==> config.mk <==
export PLATFORM = sky130hd
export DESIGN_NAME = dithered_pwm_six_plus_two
export DESIGN_NICKNAME = d
export VERILOG_FILES = /design/src/rtl/pwm_pkg.sv /design/src/rtl/pwm_prescaler.sv /design/src/rtl/pwm_engine.sv /design/src/rtl/dithered_pwm_six_plus_two.sv
export SDC_FILE = /design/constraint.sdc
export NUM_CORES = 1
export LEC_CHECK = 0
export BUFFER_PORTS_ARGS = -buffer_cell sky130_fd_sc_hd__buf_2
export CAP_MARGIN = 20
export CORE_AREA = 2 2 63 95
export DETAILED_ROUTE_END_ITERATION = 16
export DIE_AREA = 0 0 65 97
export GPL_TIMING_DRIVEN = 0
export PLACE_DENSITY_LB_ADDON = 0.2
export SLEW_MARGIN = 5
export SYNTH_ARGS = -nofsm -noshare
export SYNTH_HDL_FRONTEND = slang
export SYNTH_SLANG_ARGS = --single-unit
==> constraint.sdc <==
create_clock -name clock_i -period 2.1 [get_ports clock_i]
set_input_delay 0.105 -clock clock_i [delete_from_list [all_inputs] [get_ports clock_i]]
set_output_delay 0.105 -clock clock_i [all_outputs]
set_load 0.01 [all_outputs]
==> src/rtl/pwm_pkg.sv <==
// shared constants for the dithered 6+2 pulse width modulator
// assumes a 100 MHz system clock used directly as the prescaler source
//
// How it works
// - run select 00 forces low, 01 forces high, 1x runs the modulator
// - first cycle after enable may be wrong; later cycles are exact
// - divider select picks source clock divided by 1,2,4,8,16,32,64,128
// - control bits 5 to 3 do not exist and always read zero
// - an 8-bit duty word sets the duty of one whole output cycle
// - duty writes act at once; only the current cycle may be disturbed
// - one output cycle lasts 256 counter clock periods
// - four sub-cycles 0..3 run in order, then wrap to sub-cycle 0
// - each sub-cycle lasts 64 counter clock periods
// - coarse duty is duty word bits 7 down to 2
// - fine duty is duty word bits 1 down to 0
// - sub-cycle i is active coarse+1 clocks if i below fine, else coarse
// - hardware splits sub-cycles itself; software only sets registers
package pwm_pkg;

  // -------------------------------------------------------------------
  // register map, byte addresses on a 32-bit wishbone bus
  // -------------------------------------------------------------------
  localparam logic [3:0] CTRL_OFFSET   = 4'h0;
  localparam logic [3:0] DUTY_OFFSET   = 4'h4;
  localparam logic [3:0] STATUS_OFFSET = 4'h8;

  // -------------------------------------------------------------------
  // field positions and reset values
  // -------------------------------------------------------------------
  localparam int          RUN_SEL_MSB   = 7;
  localparam int          RUN_SEL_LSB   = 6;
  localparam int          DIV_SEL_MSB   = 2;
  localparam int          DIV_SEL_LSB   = 0;
  localparam int          COARSE_MSB    = 7;
  localparam int          COARSE_LSB    = 2;
  localparam int          FINE_MSB      = 1;
  localparam int          FINE_LSB      = 0;
  localparam int          ST_WAVE_BIT   = 8;
  localparam int          ST_RUN_BIT    = 9;
  localparam int          ST_SETTLE_BIT = 10;
  localparam logic [7:0]  CTRL_RESET    = 8'h00;
  localparam logic [7:0]  DUTY_RESET    = 8'h00;

  // -------------------------------------------------------------------
  // timing counts, in counter clock periods
  // -------------------------------------------------------------------
  localparam int          CYCLE_CLOCKS  = 256;
  localparam int          SUB_CLOCKS    = 64;
  localparam int          CNT_W         = $clog2(CYCLE_CLOCKS);
  localparam int          POS_W         = $clog2(SUB_CLOCKS);
  localparam int          PSC_W         = 7;

  // output behaviour, gray along idle low -> idle high -> running
  typedef enum logic [1:0] {
    MODE_LOW  = 2'h0,
    MODE_HIGH = 2'h1,
    MODE_RUN  = 2'h3
  } mode_t;

endpackage

==> src/rtl/pwm_prescaler.sv <==
// counter clock prescaler: turns the source clock into a one-cycle tick
// assumes the source clock is the module clock; cleared while idle
`timescale 1ns/1ns
module pwm_prescaler (
  input  wire logic       clock_i,
  input  wire logic       rst_n_i,
  input  wire logic       run_i,
  input  wire logic [2:0] div_sel_i,
  output logic            tick_o
);

  typedef struct packed {
    logic [pwm_pkg::PSC_W-1:0] cnt;
  } psc_state_t;

  psc_state_t                st_r;
  psc_state_t                st_nxt;
  logic [pwm_pkg::PSC_W-1:0] mask;

  // tick when the low div_sel bits of the count are all ones
  // select 011 gives divide by 8 so that each step doubles the ratio
  always_comb begin
    mask       = pwm_pkg::PSC_W'((8'h01 << div_sel_i) - 8'h01);
    tick_o     = run_i && ((st_r.cnt & mask) == mask);
    st_nxt     = st_r;
    st_nxt.cnt = run_i ? st_r.cnt + 7'h01 : 7'h00;
  end

  // runs on the source clock itself, no derived clock
  always_ff @(posedge clock_i) begin
    if (!rst_n_i) begin
      st_r <= '0;
    end else begin
      st_r <= st_nxt;
    end
  end

endmodule

==> src/rtl/pwm_engine.sv <==
// 256-step cycle counter split into four 64-step sub-cycles
// assumes duty is the live register value so changes act at once
`timescale 1ns/1ns
module pwm_engine (
  input  wire logic                     clock_i,
  input  wire logic                     rst_n_i,
  input  wire logic                     run_i,
  input  wire logic                     tick_i,
  input  wire logic [7:0]               duty_i,
  output logic [pwm_pkg::CNT_W-1:0]     count_o,
  output logic                          active_o,
  output logic                          wrap_o
);

  typedef struct packed {
    logic [pwm_pkg::CNT_W-1:0] cnt;
  } eng_state_t;

  eng_state_t                st_r;
  eng_state_t                st_nxt;
  logic [1:0]                sub;
  logic [pwm_pkg::POS_W-1:0] pos;
  logic [5:0]                coarse;
  logic [1:0]                fine;
  logic [pwm_pkg::POS_W:0]   width;

  // upper two count bits number the sub-cycle, lower six the position
  always_comb begin
    sub      = st_r.cnt[pwm_pkg::CNT_W-1:pwm_pkg::POS_W];
    pos      = st_r.cnt[pwm_pkg::POS_W-1:0];
    coarse   = duty_i[pwm_pkg::COARSE_MSB:pwm_pkg::COARSE_LSB];
    fine     = duty_i[pwm_pkg::FINE_MSB:pwm_pkg::FINE_LSB];
    // one extra clock in sub-cycles below the fine value
    width    = {1'b0, coarse} + {6'h00, (sub < fine)};
    // high from the start of the sub-cycle for width clocks
    active_o = run_i && ({1'b0, pos} < width);
    wrap_o   = run_i && tick_i && (st_r.cnt == 8'hff);
    count_o  = st_r.cnt;
    st_nxt   = st_r;
    if (!run_i) begin
      st_nxt.cnt = '0;
    end else if (tick_i) begin
      st_nxt.cnt = st_r.cnt + 8'h01;   // wraps to sub-cycle 0
    end
  end

  always_ff @(posedge clock_i) begin
    if (!rst_n_i) begin
      st_r <= '0;
    end else begin
      st_r <= st_nxt;
    end
  end

endmodule

==> src/rtl/dithered_pwm_six_plus_two.sv <==
// top of the dithered 6+2 pulse width modulator with a wishbone slave
// assumes a classic wishbone master on clock_i and a load on the pin
//
// Decided for this implementation: the Wishbone slave port and the register offsets.
`timescale 1ns/1ns
module dithered_pwm_six_plus_two (
  input  wire logic        clock_i,
  input  wire logic        rst_n_i,
  // wishbone classic slave
  input  wire logic        wb_cyc_i,
  input  wire logic        wb_stb_i,
  input  wire logic        wb_we_i,
  input  wire logic [3:0]  wb_adr_i,
  input  wire logic [3:0]  wb_sel_i,
  input  wire logic [31:0] wb_dat_i,
  output logic [31:0]      wb_dat_o,
  output logic             wb_ack_o,
  // modulated pin
  output logic             waveform_output_o
);

  // -------------------------------------------------------------------
  // state
  // -------------------------------------------------------------------

  // every flop of this module lives in one struct
  typedef struct packed {
    logic [1:0]    run_select_field;
    logic [2:0]    clock_divider_select;
    logic [7:0]    duty_register;
    pwm_pkg::mode_t mode;
    logic          settled;
    logic          wave;
    logic          ack;
    logic [31:0]   rdata;
  } top_state_t;

  top_state_t                  st_r;
  top_state_t                  st_nxt;

  // -------------------------------------------------------------------
  // internal nets
  // -------------------------------------------------------------------
  logic                        run;
  logic                        tick;
  logic [pwm_pkg::CNT_W-1:0]   count;
  logic                        active;
  logic                        wrap;
  logic                        req;
  logic                        wr_lane0;
  logic                        hit_ctrl;
  logic                        hit_duty;
  logic                        hit_status;
  logic [7:0]                  ctrl_view;
  logic [31:0]                 status_view;
  logic [31:0]                 read_mux;
  logic [7:0]                  ctrl_wdata;

  // -------------------------------------------------------------------
  // sub-blocks
  // -------------------------------------------------------------------

  // run follows the registered mode so both sub-blocks start together
  assign run = (st_r.mode == pwm_pkg::MODE_RUN);

  pwm_prescaler u_prescaler (
    .clock_i   (clock_i),
    .rst_n_i   (rst_n_i),
    .run_i     (run),
    .div_sel_i (st_r.clock_divider_select),
    .tick_o    (tick)
  );

  pwm_engine u_engine (
    .clock_i  (clock_i),
    .rst_n_i  (rst_n_i),
    .run_i    (run),
    .tick_i   (tick),
    .duty_i   (st_r.duty_register),
    .count_o  (count),
    .active_o (active),
    .wrap_o   (wrap)
  );

  // -------------------------------------------------------------------
  // bus decode
  // -------------------------------------------------------------------

  // a request is taken once; ack high gates the second cycle so the
  // same access is never seen twice while the master holds it
  assign req        = wb_cyc_i && wb_stb_i && !st_r.ack;
  assign wr_lane0   = req && wb_we_i && wb_sel_i[0];
  assign hit_ctrl   = (wb_adr_i[3:2] == pwm_pkg::CTRL_OFFSET[3:2]);
  assign hit_duty   = (wb_adr_i[3:2] == pwm_pkg::DUTY_OFFSET[3:2]);
  assign hit_status = (wb_adr_i[3:2] == pwm_pkg::STATUS_OFFSET[3:2]);
  assign ctrl_wdata = wb_dat_i[7:0];

  // control readback, unimplemented bits 5..3 forced to zero
  assign ctrl_view = {st_r.run_select_field,
                      3'h0,
                      st_r.clock_divider_select};

  // status shows live counter, pin level, run and settle flags
  assign status_view = {21'h000000,
                        st_r.settled,
                        run,
                        st_r.wave,
                        count};

  // read selection; unmapped addresses read as zero
  always_comb begin
    read_mux = 32'h00000000;
    if (hit_ctrl) begin
      read_mux = {24'h000000, ctrl_view};
    end else if (hit_duty) begin
      read_mux = {24'h000000, st_r.duty_register};
    end else if (hit_status) begin
      read_mux = status_view;
    end
  end

  // -------------------------------------------------------------------
  // next state
  // -------------------------------------------------------------------

  // register writes, mode tracking, settle flag and the pin level
  always_comb begin
    st_nxt = st_r;

    // ack for exactly one cycle per access, also for unmapped ones
    st_nxt.ack = req;
    if (req) begin
      st_nxt.rdata = read_mux;
    end

    // only byte lane 0 carries the 8-bit registers
    if (wr_lane0 && hit_ctrl) begin
      st_nxt.run_select_field =
        ctrl_wdata[pwm_pkg::RUN_SEL_MSB:pwm_pkg::RUN_SEL_LSB];
      st_nxt.clock_divider_select =
        ctrl_wdata[pwm_pkg::DIV_SEL_MSB:pwm_pkg::DIV_SEL_LSB];
    end

    // the new duty is used by the engine on the next clock, with no
    // wait for a cycle boundary, so one cycle may look odd
    if (wr_lane0 && hit_duty) begin
      st_nxt.duty_register = ctrl_wdata;
    end

    // mode follows the run select field one clock later
    case (st_r.run_select_field)
      2'h0: begin
        st_nxt.mode = pwm_pkg::MODE_LOW;
      end
      2'h1: begin
        st_nxt.mode = pwm_pkg::MODE_HIGH;
      end
      2'h2, 2'h3: begin
        st_nxt.mode = pwm_pkg::MODE_RUN;
      end
      default: begin
        st_nxt.mode = pwm_pkg::MODE_LOW;
      end
    endcase

    // settle flag: first full cycle after enable has ended; the counter
    // restarts at zero on enable so even the first cycle is usually
    // right, but software is told only to trust later ones
    if (!run) begin
      st_nxt.settled = 1'b0;
    end else if (wrap) begin
      st_nxt.settled = 1'b1;
    end

    // pin level per mode; idle modes stop modulation
    case (st_r.mode)
      pwm_pkg::MODE_LOW: begin
        st_nxt.wave = 1'b0;
      end
      pwm_pkg::MODE_HIGH: begin
        st_nxt.wave = 1'b1;
      end
      pwm_pkg::MODE_RUN: begin
        st_nxt.wave = active;
      end
      default: begin
        st_nxt.wave = 1'b0;
      end
    endcase
  end

  // -------------------------------------------------------------------
  // registers
  // -------------------------------------------------------------------

  // synchronous reset; all fields take their reset constants
  always_ff @(posedge clock_i) begin
    if (!rst_n_i) begin
      st_r.run_select_field     <=
        pwm_pkg::CTRL_RESET[pwm_pkg::RUN_SEL_MSB:pwm_pkg::RUN_SEL_LSB];
      st_r.clock_divider_select <=
        pwm_pkg::CTRL_RESET[pwm_pkg::DIV_SEL_MSB:pwm_pkg::DIV_SEL_LSB];
      st_r.duty_register        <= pwm_pkg::DUTY_RESET;
      st_r.mode                 <= pwm_pkg::MODE_LOW;
      st_r.settled              <= 1'b0;
      st_r.wave                 <= 1'b0;
      st_r.ack                  <= 1'b0;
      st_r.rdata                <= 32'h00000000;
    end else begin
      st_r <= st_nxt;
    end
  end

  // -------------------------------------------------------------------
  // outputs
  // -------------------------------------------------------------------

  // all outputs straight from flops; pin lags the counter by one clock
  assign wb_ack_o          = st_r.ack;
  assign wb_dat_o          = st_r.rdata;
  assign waveform_output_o = st_r.wave;

endmodule

**Word-level counts from Yosys, hierarchy flattened**

Cells that the tools add are included.

- Register bits: 65
- Input bits: 45
- Output and inout bits: 34

- Add/subtract/negate cells: 4
- Order comparisons: 2
- Equality and inequality tests: 9
- Shifts and indexed selects: 1
- Muxes and demuxes: 5
- Bitwise gates (word level): 1
- Reduce and logical (&&, ||, !) cells: 15

Operators by type and width:

| cell | count |
|---|---|
| $mux W11 | 3 |
| $logic_and A1 B1 Y1 | 10 |
| $add A8 B1 Y8 const B | 1 |
| $eq A2 B2 Y1 const B | 4 |
| $eq A8 B8 Y1 const B | 1 |
| $add A6 B1 Y7 | 1 |
| $add A7 B1 Y7 const B | 1 |
| $and A7 B7 Y7 | 1 |
| $eq A7 B7 Y1 | 1 |
| $lt A6 B7 Y1 | 1 |
| $shl A1 B3 Y7 const A | 1 |
| $sub A7 B1 Y7 const B | 1 |
| $eq A2 B1 Y1 const B | 3 |
| $pmux W2 S3 | 1 |
| $logic_not A2 Y1 | 2 |
| $lt A2 B2 Y1 | 1 |
| $pmux W1 S2 | 1 |
| $reduce_and A2 Y1 | 1 |
| $reduce_or A2 Y1 | 1 |
| $logic_not A1 Y1 | 1 |

**Logic depth before layout (Yosys ltp)**

Gate-level depths: netlist of the first run.

- Word-level depth: 7
- Mapped depth: 11
- Depth with buffers taken out: 11

**Hierarchy**

From an unflattened synthesis of the first run, not the netlist that was laid out.

- Cell total of the unflattened synthesis: 268
- Area, all modules: 2371.0 um^2

Modules (own cells, without submodules):

| module | times used | cells an instance | area an instance (um^2) |
|---|---|---|---|
| dithered_pwm_six_plus_two | 1 | 159 | 1457.6 |
| pwm_engine | 1 | 72 | 595.6 |
| pwm_prescaler | 1 | 37 | 317.8 |

**Worst setup path after synthesis of the first run**

Ideal clock, no wire load.

- Path type: reg2reg
- Start: register st_r[38] (netlist bit)
- End: register st_r, in the netlist waveform_output_o
- Setup time: 0.116 ns
- Arrival time: 2.019 ns
- Data required time: 1.984 ns
- Path slack: -0.036 ns
- Cell stages (with the launch flop): 12
- Buffers on the path: 0
- Period minus slack after synthesis: 2.136 ns
- Path through: dfxtp_1 > inv_1 > ha_1 > a21oi_1 > ha_1 > and3_1 > nand3_1 > xor2_1 > ha_1 > o21a_1 > a21oi_1 > o211a_1

- Cells in the longest elaborated chain, start to end: 5

Ends and longest elaborated chain:

| what | RTL line | source |
|---|---|---|
| from (decl) | dithered_pwm_six_plus_two.sv:38 | `top_state_t st_r;` |
| from (signal assigned) | dithered_pwm_six_plus_two.sv:210 | `st_r <= st_nxt;` |
| $lt A2 B2 Y1 | pwm_engine.sv:34 | `width = {1'b0, coarse} + {6'h00, (sub < fine)};` |
| $add A6 B1 Y7 | pwm_engine.sv:34 |  |
| $lt A6 B7 Y1 | pwm_engine.sv:36 | `active_o = run_i && ({1'b0, pos} < width);` |
| $logic_and A1 B1 Y1 | pwm_engine.sv:36 |  |
| $pmux W1 S2 | dithered_pwm_six_plus_two.sv:176 | `case (st_r.mode)` |

No other way between the ends.
A chain may end at the register's enable or synchronous reset.

**Worst setup path in the final report of the first run**

Ends and elaborated chain as after synthesis.

==> summary.md, run 1 <==
| Metric | Value |
|---|---|
| Status | `finished with violations` |
| Failing checks | `negative setup slack` |
| Multi-input logic area | `0.00132 mm^2` |
| Post-synth top area share | `0.370` |
| Core Rows | `33` |
| First-pass DRT Iterations | `4` |
| Wl on met1 | `2100 um` |
| Final Max Slew Viols | `0` |
| CTS tree | `done` |
| Pwr dens | `576 mW/mm^2` |
| Clock sink total | `44` |
| Worst EP arrival | `2.38 ns` |
| Critical-path top delay cell | `dfxtp_2` |
| Ranking of synthesized cells by area | `dfxtp_1 37%, buf_4 10%, mux2i_1 7.6%` |
| Kind of critical path | `register to register` |
| Number of global-route vias before repair | `1848` |
| Final Hold Fails | `0` |
| Top post-synthesis cells by count | `44 x dfxtp_1, 32 x buf_4, 18 x mux2i_1` |
| Routability cong. | `0.870` |
| Fillers | `544` |
| CTS buffer count | `5` |
| Htree depth | `2` |
| Top sig layer | `met4` |
| Residual overflow from global routing | `0` |
| Layout Skew | `0.00818 ns` |
| Max-cap viol count | `0` |
| CTS hold repair buffers | `0` |
| FF+latch count, synth | `44` |
| I/O Pins | `79` |
| Total Routed Length | `5210 um` |
| Clock root cell | `clkbuf_8` |
| Cell accounting for the most synthesized area | `dfxtp_1` |
| Peak supply drop | `0.349 mV` |
| Antenna Violating Nets Remaining | `0` |
| Top FF cell, synth | `dfxtp_1` |
| Final setup viols | `1` |
| DRC | `0` |
| Standby leakage power | `1.21 nW` |
| CP Launch Type | `register` |
| EDFF count, synth | `0` |
| Critical-path cell list | `inv_2 -> ha_4 -> a21oi_4 -> ha_2 -> and3_4 -> nand3_2 -> xor2_1 -> ha_1 -> o21a_1 -> a21oi_2 -> o211a_1` |
| Pin count of the biggest net entering global routing | `14` |
| Synthesized area per cell | `9.04 um^2` |
| Share of the yosys chip area belonging to registers | `0.370` |
| Antenna violations before repair | `0` |
| Syn-to-layout area delta | `19.7%` |
| Worst EP required | `2.29 ns` |
| DR WL/cell | `13.4 um` |
| Clock slew at reported path FFs | `0.08 ns` |
| FF+latch area | `886 um^2` |
| Period utilisation layout | `1.04` |
| Vias per cell | `4.94` |
| Starting Density | `0.440` |
| Die area | `0.00631 mm^2` |
| Synth Warn # | `0` |
| Critical path's largest stage delay | `0.35 ns` |
| Peak Freq | `456 MHz` |
| First-pass GRT wire length | `8590 um` |
| Design area | `0.00285 mm^2` |
| Met2 WL | `2830 um` |
| Initial DRC Count | `83` |
| Area of placed instances | `0.00269 mm^2` |
| RSZ-0062 raised after global routing | `true` |
| CP Capture Type | `register` |
| DIE HEIGHT | `97 um` |
| CORE AREA | `0.00541 mm^2` |
| Slew Limit Headroom | `0.618` |
| Global Route Usage Sum | `0.176` |
| Fin worst setup slack | `-0.0932 ns` |
| Worst skew pair latency | `0.29 ns` |
| Fin crit period | `2.19 ns` |
| Pre-CTS setup slack | `-0.215 ns` |
| Mapped Area | `0.00238 mm^2` |
| CTS max path bufs | `2` |
| Die width | `65 um` |
| Share of layout cells above drive strength 1 | `0.260` |
| Placed insts | `379` |
| Via count | `1920` |
| Distinct cells, synth | `37` |
| CP Max Fanout | `2` |
| Min-delay worst type | `input port to register` |
| Post-synth ARST share | `0` |
| Synth Instances | `263` |
| DP Wirelength | `3990 um` |
| Buffers on Ports | `26` |
| Met3 WL | `189 um` |
| Worst slew pin tran | `0.570 ns` |
| Nets | `373` |
| Number of diodes | `0` |
| Most frequent cell after synthesis | `dfxtp_1` |
| Fin cells | `389` |
| WHS | `0.0668 ns` |
[cell usage in the layout, fill, tap and decap left out, drive strengths merged, types with 3 or more instances in the layout]
cell type / synthesis / layout
buf: 36 / 64
dfxtp: 44 / 44
conb: 1 / 21
mux2i: 18 / 18
nor2b: 17 / 17
nand2: 16 / 16
nand3: 16 / 16
clkbuf: 9 / 15
nor2: 11 / 11
a21oi: 11 / 11
ha: 10 / 10
o21ai: 7 / 7
o211a: 7 / 7
xor2: 5 / 5
o31ai: 5 / 5
or4: 5 / 5
o211ai: 5 / 5
xnor2: 4 / 4
a21boi: 4 / 4
and3: 4 / 4
or3: 3 / 3
and2: 3 / 3
a221oi: 3 / 3
nor3b: 3 / 3
nand2b: 3 / 3
[worst max-delay path: cells and delay by family (launching register included)]
family / cells / cell delay, ns
flops: 1 / 0.35
simple gates: 2 / 0.27
xor+xnor: 1 / 0.15
fa+ha+maj: 3 / 0.71
buf+inv: 1 / 0.05
compound gates: 4 / 0.55
[through the flow]
stage               utilization  power (mW)  setup TNS, ns
floorplan                     -       0.986              0
global placement          0.497        1.02         -0.134
detailed placement        0.497        1.03         -0.215
CTS                       0.525        1.66        -0.0964
global route              0.526        1.71         -0.141
finish                    0.526        1.64        -0.0932
[where the power goes]
| group | internal, mW | switching, mW |
|---|---|---|
| registers | 0.844 | 0.00762 |
| clock network | 0.353 | 0.281 |
| logic | 0.0790 | 0.0750 |
[cell type report]
type | count | area share
buffer | 45 | 0.103
clock buffer | 6 | 0.0255
clock inverter | 2 | 0.0123
inverter | 2 | 0.00264
multi-input combinational | 192 | 0.463
sequential | 44 | 0.311
tap | 70 | 0.0308
timing repair buffer | 28 | 0.0510
[worst paths after layout]
path	from	endpoint	slack [ns]	depth (start not counted)
worst max register to register	st_r[38]$_SDFFE_PN0P_	waveform_output_o$_SDFF_PN0_	-0.09	11
worst min-delay path	wb_dat_i[4]	st_r[41]$_SDFFE_PN0P_	0.07	3
worst min register to register	wb_dat_o[9]$_SDFFE_PN0P_	wb_dat_o[9]$_SDFFE_PN0P_	0.45	2
worst max-delay path	st_r[38]$_SDFFE_PN0P_	waveform_output_o$_SDFF_PN0_	-0.09	11
[cell families (layout without fill, tap and decap cells)]
group	after synthesis	count (layout)	synth area share
AND/OR/NAND/NOR	86	86	0.196
XOR/XNOR	9	9	0.0331
AO/OA/AOI/OAI	48	48	0.144
flip-flops	44	44	0.370
multiplexers	18	18	0.0757
adder cells (fa/ha/maj)	10	10	0.0526
other	1	21	0.00158
buffers and inverters	47	83	0.127
[routing by layer]
layer | GRT usage | vias up
met4 | 0.0704 | 0
met2 | 0.325 | 50
met5 | 0 | -
li1 | - | 979
met1 | 0.190 | 882
met3 | 0.0314 | 9
[what timing repair did]
| action | CTS | global route |
|---|---|---|
| endpoints found under the setup margin | 1 | 1 |
| gates cloned | 0 | 0 |
| resized for setup | 6 | 1 |
| buffers inserted | 2 | 0 |
| pin swaps | 2 | 0 |
[state kept, by name, summed over array words and instances, names as in the netlist]
name,cells
wb_ack_o,1
ctrl_view,5
u_engine.count_o,8
wb_dat_o,11
u_prescaler.st_r,7
st_r,11
waveform_output_o,1
(Power assumes the default switching activity.)
==> run 2, diff against run 1 <==
--- a/config.mk
+++ b/config.mk
@@ -6,10 +6,10 @@
 export NUM_CORES = 1
 export LEC_CHECK = 0
 export BUFFER_PORTS_ARGS = -buffer_cell sky130_fd_sc_hd__buf_2
-export CAP_MARGIN = 20
-export CORE_AREA = 2 2 63 95
+export CAP_MARGIN = 30
+export CORE_AREA = 2 2 65 92
 export DETAILED_ROUTE_END_ITERATION = 16
-export DIE_AREA = 0 0 65 97
+export DIE_AREA = 0 0 67 94
 export GPL_TIMING_DRIVEN = 0
 export PLACE_DENSITY_LB_ADDON = 0.2
 export SLEW_MARGIN = 5
==> run 2 against run 1 <==
  * The run still ends with negative setup slack left
  * Critical endpoint unchanged
  * Non-clock buffer count rose by 1
  * Largest cell class unchanged
  * Sequential share of layout area down 0.055 points
  * Maximum frequency grew 1.3%
  * Clock power rose by 5.7%
  * Critical path depth did not move
==> summary.md, run 2 (synthesis results as in run 1) <==
| Metric | Value |
|---|---|
| Htree depth | `2` |
| Crit. Startpoint | `st_r[38]$_SDFFE_PN0P_` |
| Sw Share | `0.235` |
| CORE AREA | `0.00545 mm^2` |
| DR WL/cell | `13.4 um` |
| Global Route Usage Sum | `0.176` |
| First-pass GRT wire length | `8370 um` |
| Critical-path cell list | `inv_2 -> ha_4 -> a21oi_4 -> ha_2 -> and3_4 -> nand3_2 -> xor2_1 -> ha_1 -> o21a_1 -> a21oi_2 -> o211a_1` |
| Die width | `67 um` |
| FF-to-FF Start | `st_r[38]$_SDFFE_PN0P_` |
| Critical-path top delay cell | `dfxtp_2` |
| Standby leakage power | `1.21 nW` |
| CTS buffer count | `5` |
| Min-delay src | `wb_dat_i[5]` |
| Stages on worst setup path | `11` |
| CP Max Fanout | `2` |
| CP delay by family, top | `adder cells` |
| Number of global-route vias before repair | `1768` |
| Most common cell after layout, fill and taps aside | `dfxtp_1` |
| Initial DRC Count | `54` |
| Clock root cell | `clkbuf_8` |
| Comb pwr share | `0.092` |
| Antenna Violating Nets Remaining | `0` |
| Buffers & Inverters on Critical Path | `1` |
| Antenna violations before repair | `0` |
| Switching pwr | `0.394 mW` |
| Nets | `374` |
| Sequential share of power | `0.508` |
| Worst slew pin tran | `0.544 ns` |
| Reg2Reg Setup Slack | `-0.06 ns` |
| Power Internal | `1.28 mW` |
| Slew Limit Headroom | `0.635` |
| Residual overflow from global routing | `0` |
| Status | `finished with violations` |
| CTS max path bufs | `2` |
| Final Max Slew Viols | `0` |
| Number of diodes | `0` |
| CP Launch Type | `register` |
| Max-cap viol count | `0` |
| Fin worst setup slack | `-0.0645 ns` |
| Starting Density | `0.437` |
| Share of layout cells above drive strength 1 | `0.263` |
| Pwr dens | `588 mW/mm^2` |
| Post-layout util | `0.524` |
| Buffers on Ports | `26` |
| Design area | `0.00285 mm^2` |
| Worst skew pair latency | `0.30 ns` |
| Worst EP arrival | `2.36 ns` |
| I/O Pins | `79` |
| Worst Hold End | `st_r[42]$_SDFFE_PN0P_` |
| First-pass DRT Iterations | `4` |
| Clock sink total | `44` |
| Worst hold path stage count | `3` |
| Core Rows | `32` |
| Final Hold Fails | `0` |
| Peak Freq | `462 MHz` |
| Total Routed Length | `5190 um` |
| Via count | `1931` |
| Total power draw | `1.68 mW` |
| RSZ-0062 raised after global routing | `true` |
| Syn-to-layout area delta | `19.9%` |
| Period utilisation layout | `1.03` |
| R2r worst-path depth | `11` |
| Placed insts | `377` |
| Min-delay worst type | `input port to register` |
| Clock slew at reported path FFs | `0.09 ns` |
| Kind of critical path | `register to register` |
| Routability cong. | `0.778` |
| CTS tree | `done` |
| Clock Power Share | `0.400` |
| Commonest cells after routing, fill and taps aside | `42 x dfxtp_1, 35 x buf_4, 30 x buf_2` |
| DIE HEIGHT | `94 um` |
| Die area | `0.00630 mm^2` |
| Critical path's largest stage delay | `0.35 ns` |
| Fin cells | `388` |
| CTS hold repair buffers | `0` |
| Fin crit period | `2.16 ns` |
| Worst EP required | `2.30 ns` |
| CP Capture Type | `register` |
| DRC | `0` |
| Area of placed instances | `0.00269 mm^2` |
| Pin count of the biggest net entering global routing | `16` |
| Layout Skew | `0.00679 ns` |
| Vias per cell | `4.98` |
| Failing checks | `negative setup slack` |
| Reg2reg end | `waveform_output_o$_SDFF_PN0_` |
| Final setup viols | `1` |
| DP Wirelength | `3870 um` |
| Peak supply drop | `0.239 mV` |
-- run 2: cell count changes in the layout (fill, tap and decap cells not counted), sizes merged --
cell and delta:
clkinv -1, clkinvlp +1, clkbuf -1, inv +1
buf +1
-- run 2: how the worst max path moves through the flow --
| stage | end | slack, ns |
|---|---|---|
| final | waveform_output_o$_SDFF_PN0_ | -0.06 |
| after detailed placement | waveform_output_o$_SDFF_PN0_ | -0.16 |
| after CTS | waveform_output_o$_SDFF_PN0_ | -0.04 |
| after floorplan | waveform_output_o$_SDFF_PN0_ | 0.002 |
| after global routing | waveform_output_o$_SDFF_PN0_ | -0.19 |
| after global placement | waveform_output_o$_SDFF_PN0_ | -0.13 |
-- run 2: layout make-up --
class                           instances  area, um^2
Multi-Input combinational cell        192        1310
Clock inverter                          3        46.3
Clock buffer                            5        68.8
Tap cell                               68        85.1
Sequential cell                        44         886
Inverter                                2        7.51
Fill cell                             552        2590
Timing Repair Buffer                   29         153
Buffer                                 45         294
-- run 2: worst register-to-register path: stages (launching register included) --
cell and delay, ns:
dfxtp_2 0.35, inv_2 0.04, ha_4 0.21, a21oi_4 0.15
ha_2 0.19, and3_4 0.20, nand3_2 0.07, xor2_1 0.16
ha_1 0.29, o21a_1 0.14, a21oi_2 0.05, o211a_1 0.20
-- run 2: metal layers --
metal	vias to the layer above	wire (um)	global-route usage
met4	0	84	0.0697
li1	987	-	-
met5	-	0	0
met3	6	196	0.0288
met2	54	2780	0.326
met1	884	2140	0.193
-- run 2: per-stage QoR --
stage               hold WS (ns)  setup TNS [ns]  setup WS [ns]
floorplan                  0.274               0        0.00207
global placement           0.362          -0.135         -0.135
detailed placement         0.374          -0.163         -0.163
CTS                       0.0525         -0.0437        -0.0437
global route              0.0657          -0.188         -0.188
finish                    0.0531         -0.0645        -0.0645
-- run 2: power groups by stage --
stage	clock network [mW]	registers, mW	logic [mW]
2_1_floorplan	0	0.871	0.115
3_3_place_gp	0	0.873	0.152
3_5_place_dp	0	0.873	0.153
4_1_cts	0.691	0.852	0.154
5_1_grt	0.721	0.854	0.171
6_report	0.670	0.852	0.154
-- run 2: repair_timing --
action                     in CTS  in global routing
setup buffers                   3                  0
setup endpoints to repair       1                  1
hold endpoints to repair        0                  0
pin swaps                       5                  5
resized for setup               5                  2
==> run 3, diff against run 2 <==
--- a/config.mk
+++ b/config.mk
@@ -5,11 +5,12 @@
 export SDC_FILE = /design/constraint.sdc
 export NUM_CORES = 1
 export LEC_CHECK = 0
+export ABC_AREA = 1
 export BUFFER_PORTS_ARGS = -buffer_cell sky130_fd_sc_hd__buf_2
 export CAP_MARGIN = 30
-export CORE_AREA = 2 2 65 92
+export CORE_AREA = 2 2 65 91
 export DETAILED_ROUTE_END_ITERATION = 16
-export DIE_AREA = 0 0 67 94
+export DIE_AREA = 0 0 67 93
 export GPL_TIMING_DRIVEN = 0
 export PLACE_DENSITY_LB_ADDON = 0.2
 export SLEW_MARGIN = 5
==> run 3 against run 2 <==
  * The flow now finishes without violations
  * Worst setup slack better by 0.065 ns
  * Total power decreased by 1.7%
  * Maximum frequency is 3.1% higher
  * Utilization grew 1.2 points
  * Worst hold slack better by 0.025 ns
  * Via count increased by 8.5%
  * Combinational power is essentially flat
  * Sequential power about the same
  * Register-to-register slack better by 0.07 ns
  * Die area decreased by 1.1%
==> summary.md, run 3 <==
| Metric | Value |
|---|---|
| Status | `finished, final reports clean` |
| Final Max Slew Viols | `0` |
| Antenna violations before repair | `0` |
| Reg2Reg Setup Slack | `0.001 ns` |
| Vias per cell | `4.66` |
| Top post-synthesis cells by count | `64 x nand2_1, 44 x dfxtp_1, 34 x a21oi_1` |
| Routability cong. | `0.872` |
| Most common cell after layout, fill and taps aside | `nand2_1` |
| Power Internal | `1.26 mW` |
| CP Capture Type | `register` |
| FF+latch count, synth | `44` |
| Syn-to-layout area delta | `20.4%` |
| Final setup viols | `0` |
| Post-synth top area share | `0.364` |
| Min-delay worst type | `input port to register` |
| Clock Power Share | `0.393` |
| Clock sink total | `44` |
| WHS | `0.0779 ns` |
| Peak Freq | `476 MHz` |
| Top FF cell, synth | `dfxtp_1` |
| Distinct cells, synth | `34` |
| DR WL/cell | `11.9 um` |
| DIE HEIGHT | `93 um` |
| First-pass GRT wire length | `8450 um` |
| Sw Share | `0.235` |
| CP Launch Type | `register` |
| Clock root cell | `clkbuf_8` |
| Fillers | `535` |
| Slew Limit Headroom | `0.653` |
| R2r worst-path depth | `14` |
| Period utilisation layout | `1.00` |
| Most frequent cell after synthesis | `nand2_1` |
| Buffers on Ports | `28` |
| FF+latch area | `887 um^2` |
| Final Hold Fails | `0` |
| Kind of critical path | `register to register` |
| Min-delay src | `wb_dat_i[5]` |
| Global Route Usage Sum | `0.179` |
| Worst slew pin tran | `0.520 ns` |
| Layout Skew | `0.00797 ns` |
| DRC | `0` |
| Share of layout cells above drive strength 1 | `0.283` |
| Crit. Startpoint | `st_r[38]$_SDFFE_PN0P_` |
| Area of placed instances | `0.00272 mm^2` |
| Antenna Violating Nets Remaining | `0` |
| I/O Pins | `79` |
| Ranking of synthesized cells by area | `dfxtp_1 36%, buf_4 9.9%, nand2_1 9.9%` |
| Htree depth | `2` |
| EDFF count, synth | `0` |
| FF-to-FF Start | `st_r[38]$_SDFFE_PN0P_` |
| Worst EP arrival | `2.33 ns` |
| Synth Warn # | `0` |
| CORE AREA | `0.00545 mm^2` |
| Worst skew pair latency | `0.30 ns` |
| CTS max path bufs | `2` |
| Number of global-route vias before repair | `1846` |
| Crit path capture | `waveform_output_o$_SDFF_PN0_` |
| CTS buffer count | `5` |
| Die area | `0.00623 mm^2` |
| CP Max Fanout | `3` |
| Worst EP required | `2.33 ns` |
| Peak supply drop | `0.421 mV` |
| DP Wirelength | `4020 um` |
| Share of the yosys chip area belonging to registers | `0.364` |
| Pin count of the biggest net entering global routing | `15` |
| Fin crit period | `2.10 ns` |
| Residual overflow from global routing | `0` |
| Reg2reg end | `waveform_output_o$_SDFF_PN0_` |
| Die width | `67 um` |
| Mapped Area | `0.00242 mm^2` |
| Design area | `0.00292 mm^2` |
| Nets | `436` |
| Synthesized area per cell | `7.52 um^2` |
| First-pass DRT Iterations | `4` |
| Cell accounting for the most synthesized area | `dfxtp_1` |
| Synth Instances | `322` |
| Clock slew at reported path FFs | `0.09 ns` |
| CTS tree | `done` |
| Post-synth ARST share | `0` |
| Number of diodes | `0` |
| Standby leakage power | `1.22 nW` |
| Via count | `2095` |
| Switching pwr | `0.387 mW` |
| Comb pwr share | `0.092` |
| Pwr dens | `566 mW/mm^2` |
| Initial DRC Count | `112` |
| Max-cap viol count | `0` |
| Commonest cells after routing, fill and taps aside | `62 x nand2_1, 41 x dfxtp_1, 36 x buf_4` |
| Starting Density | `0.445` |
| RSZ-0062 raised after global routing | `true` |
| Total Routed Length | `5340 um` |
| Core Rows | `32` |
| Sequential share of power | `0.516` |
| Multi-input logic area | `0.00126 mm^2` |
==> run 3: cell count changes after synthesis, moves of 8 or more <==
cell,change
nor2b_1,-17
nand2_1,+48
nor2_1,+8
inv_1,+27
o21ai_0,+12
a21oi_1,+23
mux2i_1,-18
==> run 3: timing repair <==
action / 4_1_cts / 5_1_grt
endpoints found under the setup margin: 1 / 1
setup buffers: 4 / 0
resized for setup: 11 / 5
hold buffers: 0 / 0
pin swaps: 6 / 3
==> run 3: worst min-delay path by stage <==
stage,slack (ns),end,cells after the start
after floorplan,0.25,wb_dat_o[1]$_SDFFE_PN0P_,2
after global placement,0.37,st_r[42]$_SDFFE_PN0P_,3
after detailed placement,0.38,st_r[42]$_SDFFE_PN0P_,3
after CTS,0.07,st_r[42]$_SDFFE_PN0P_,3
after global routing,0.10,st_r[40]$_SDFFE_PN0P_,3
final,0.08,st_r[42]$_SDFFE_PN0P_,3
==> run 3: metal layers <==
metal  part of all wire  vias to the layer above  track usage
met5                  0                        -            0
met4              0.018                        0       0.0561
met3              0.037                        7       0.0361
met2               0.53                       40        0.319
met1               0.42                      928        0.209
li1                   -                     1120            -
==> run 3: cell type report <==
cell class                 instances  area share
tap                               68      0.0292
clock inverter                     3      0.0146
buffer                            37      0.0923
sequential                        44       0.304
timing repair buffer              32      0.0584
clock buffer                       5      0.0236
inverter                          36      0.0464
multi-input combinational        225       0.431
==> run 3: worst max-delay path: stages (launching register included) <==
cell and delay, ns:
dfxtp_2 0.35, inv_2 0.05, ha_4 0.21, a21oi_4 0.13, ha_2 0.19, nand2_2 0.07, xor2_1 0.16, ha_1 0.31
a21oi_1 0.15, nand2_1 0.07, nand2_1 0.06, nand2_1 0.05, nand2_1 0.05, nand2_1 0.06, a21oi_2 0.14
==> run 3: power groups by stage <==
stage	sequential (mW)	combinational (mW)	clock [mW]
floorplan	0.869	0.107	0
global placement	0.871	0.147	0
detailed placement	0.871	0.148	0
CTS	0.850	0.151	0.666
global route	0.852	0.168	0.698
finish	0.850	0.151	0.647
==> run 3: stage by stage <==
step / std cells / TNS, ns / setup WS [ns] / power (mW) / utilization
2_1_floorplan: 342 / 0 / 0.105 / 0.977 / -
3_3_place_gp: 438 / -0.154 / -0.154 / 1.02 / 0.500
3_5_place_dp: 438 / -0.164 / -0.164 / 1.02 / 0.500
4_1_cts: 450 / 0 / 0.00986 / 1.67 / 0.533
5_1_grt: 450 / -0.137 / -0.137 / 1.72 / 0.535
6_report: 450 / 0 / 0.00101 / 1.65 / 0.535
==> run 3: cells by family (layout without fill, tap and decap cells) <==
family / count (synthesis) / count (layout) / share of synthesized area
and+or+nand+nor: 115 / 115 / 0.218
other: 1 / 21 / 0.00155
xor gates and xnor gates: 10 / 10 / 0.0362
AOI/OAI and AO/OA: 69 / 69 / 0.162
adders and majority gates: 10 / 10 / 0.0517
buffers and inverters: 73 / 113 / 0.167
DFF: 44 / 44 / 0.364
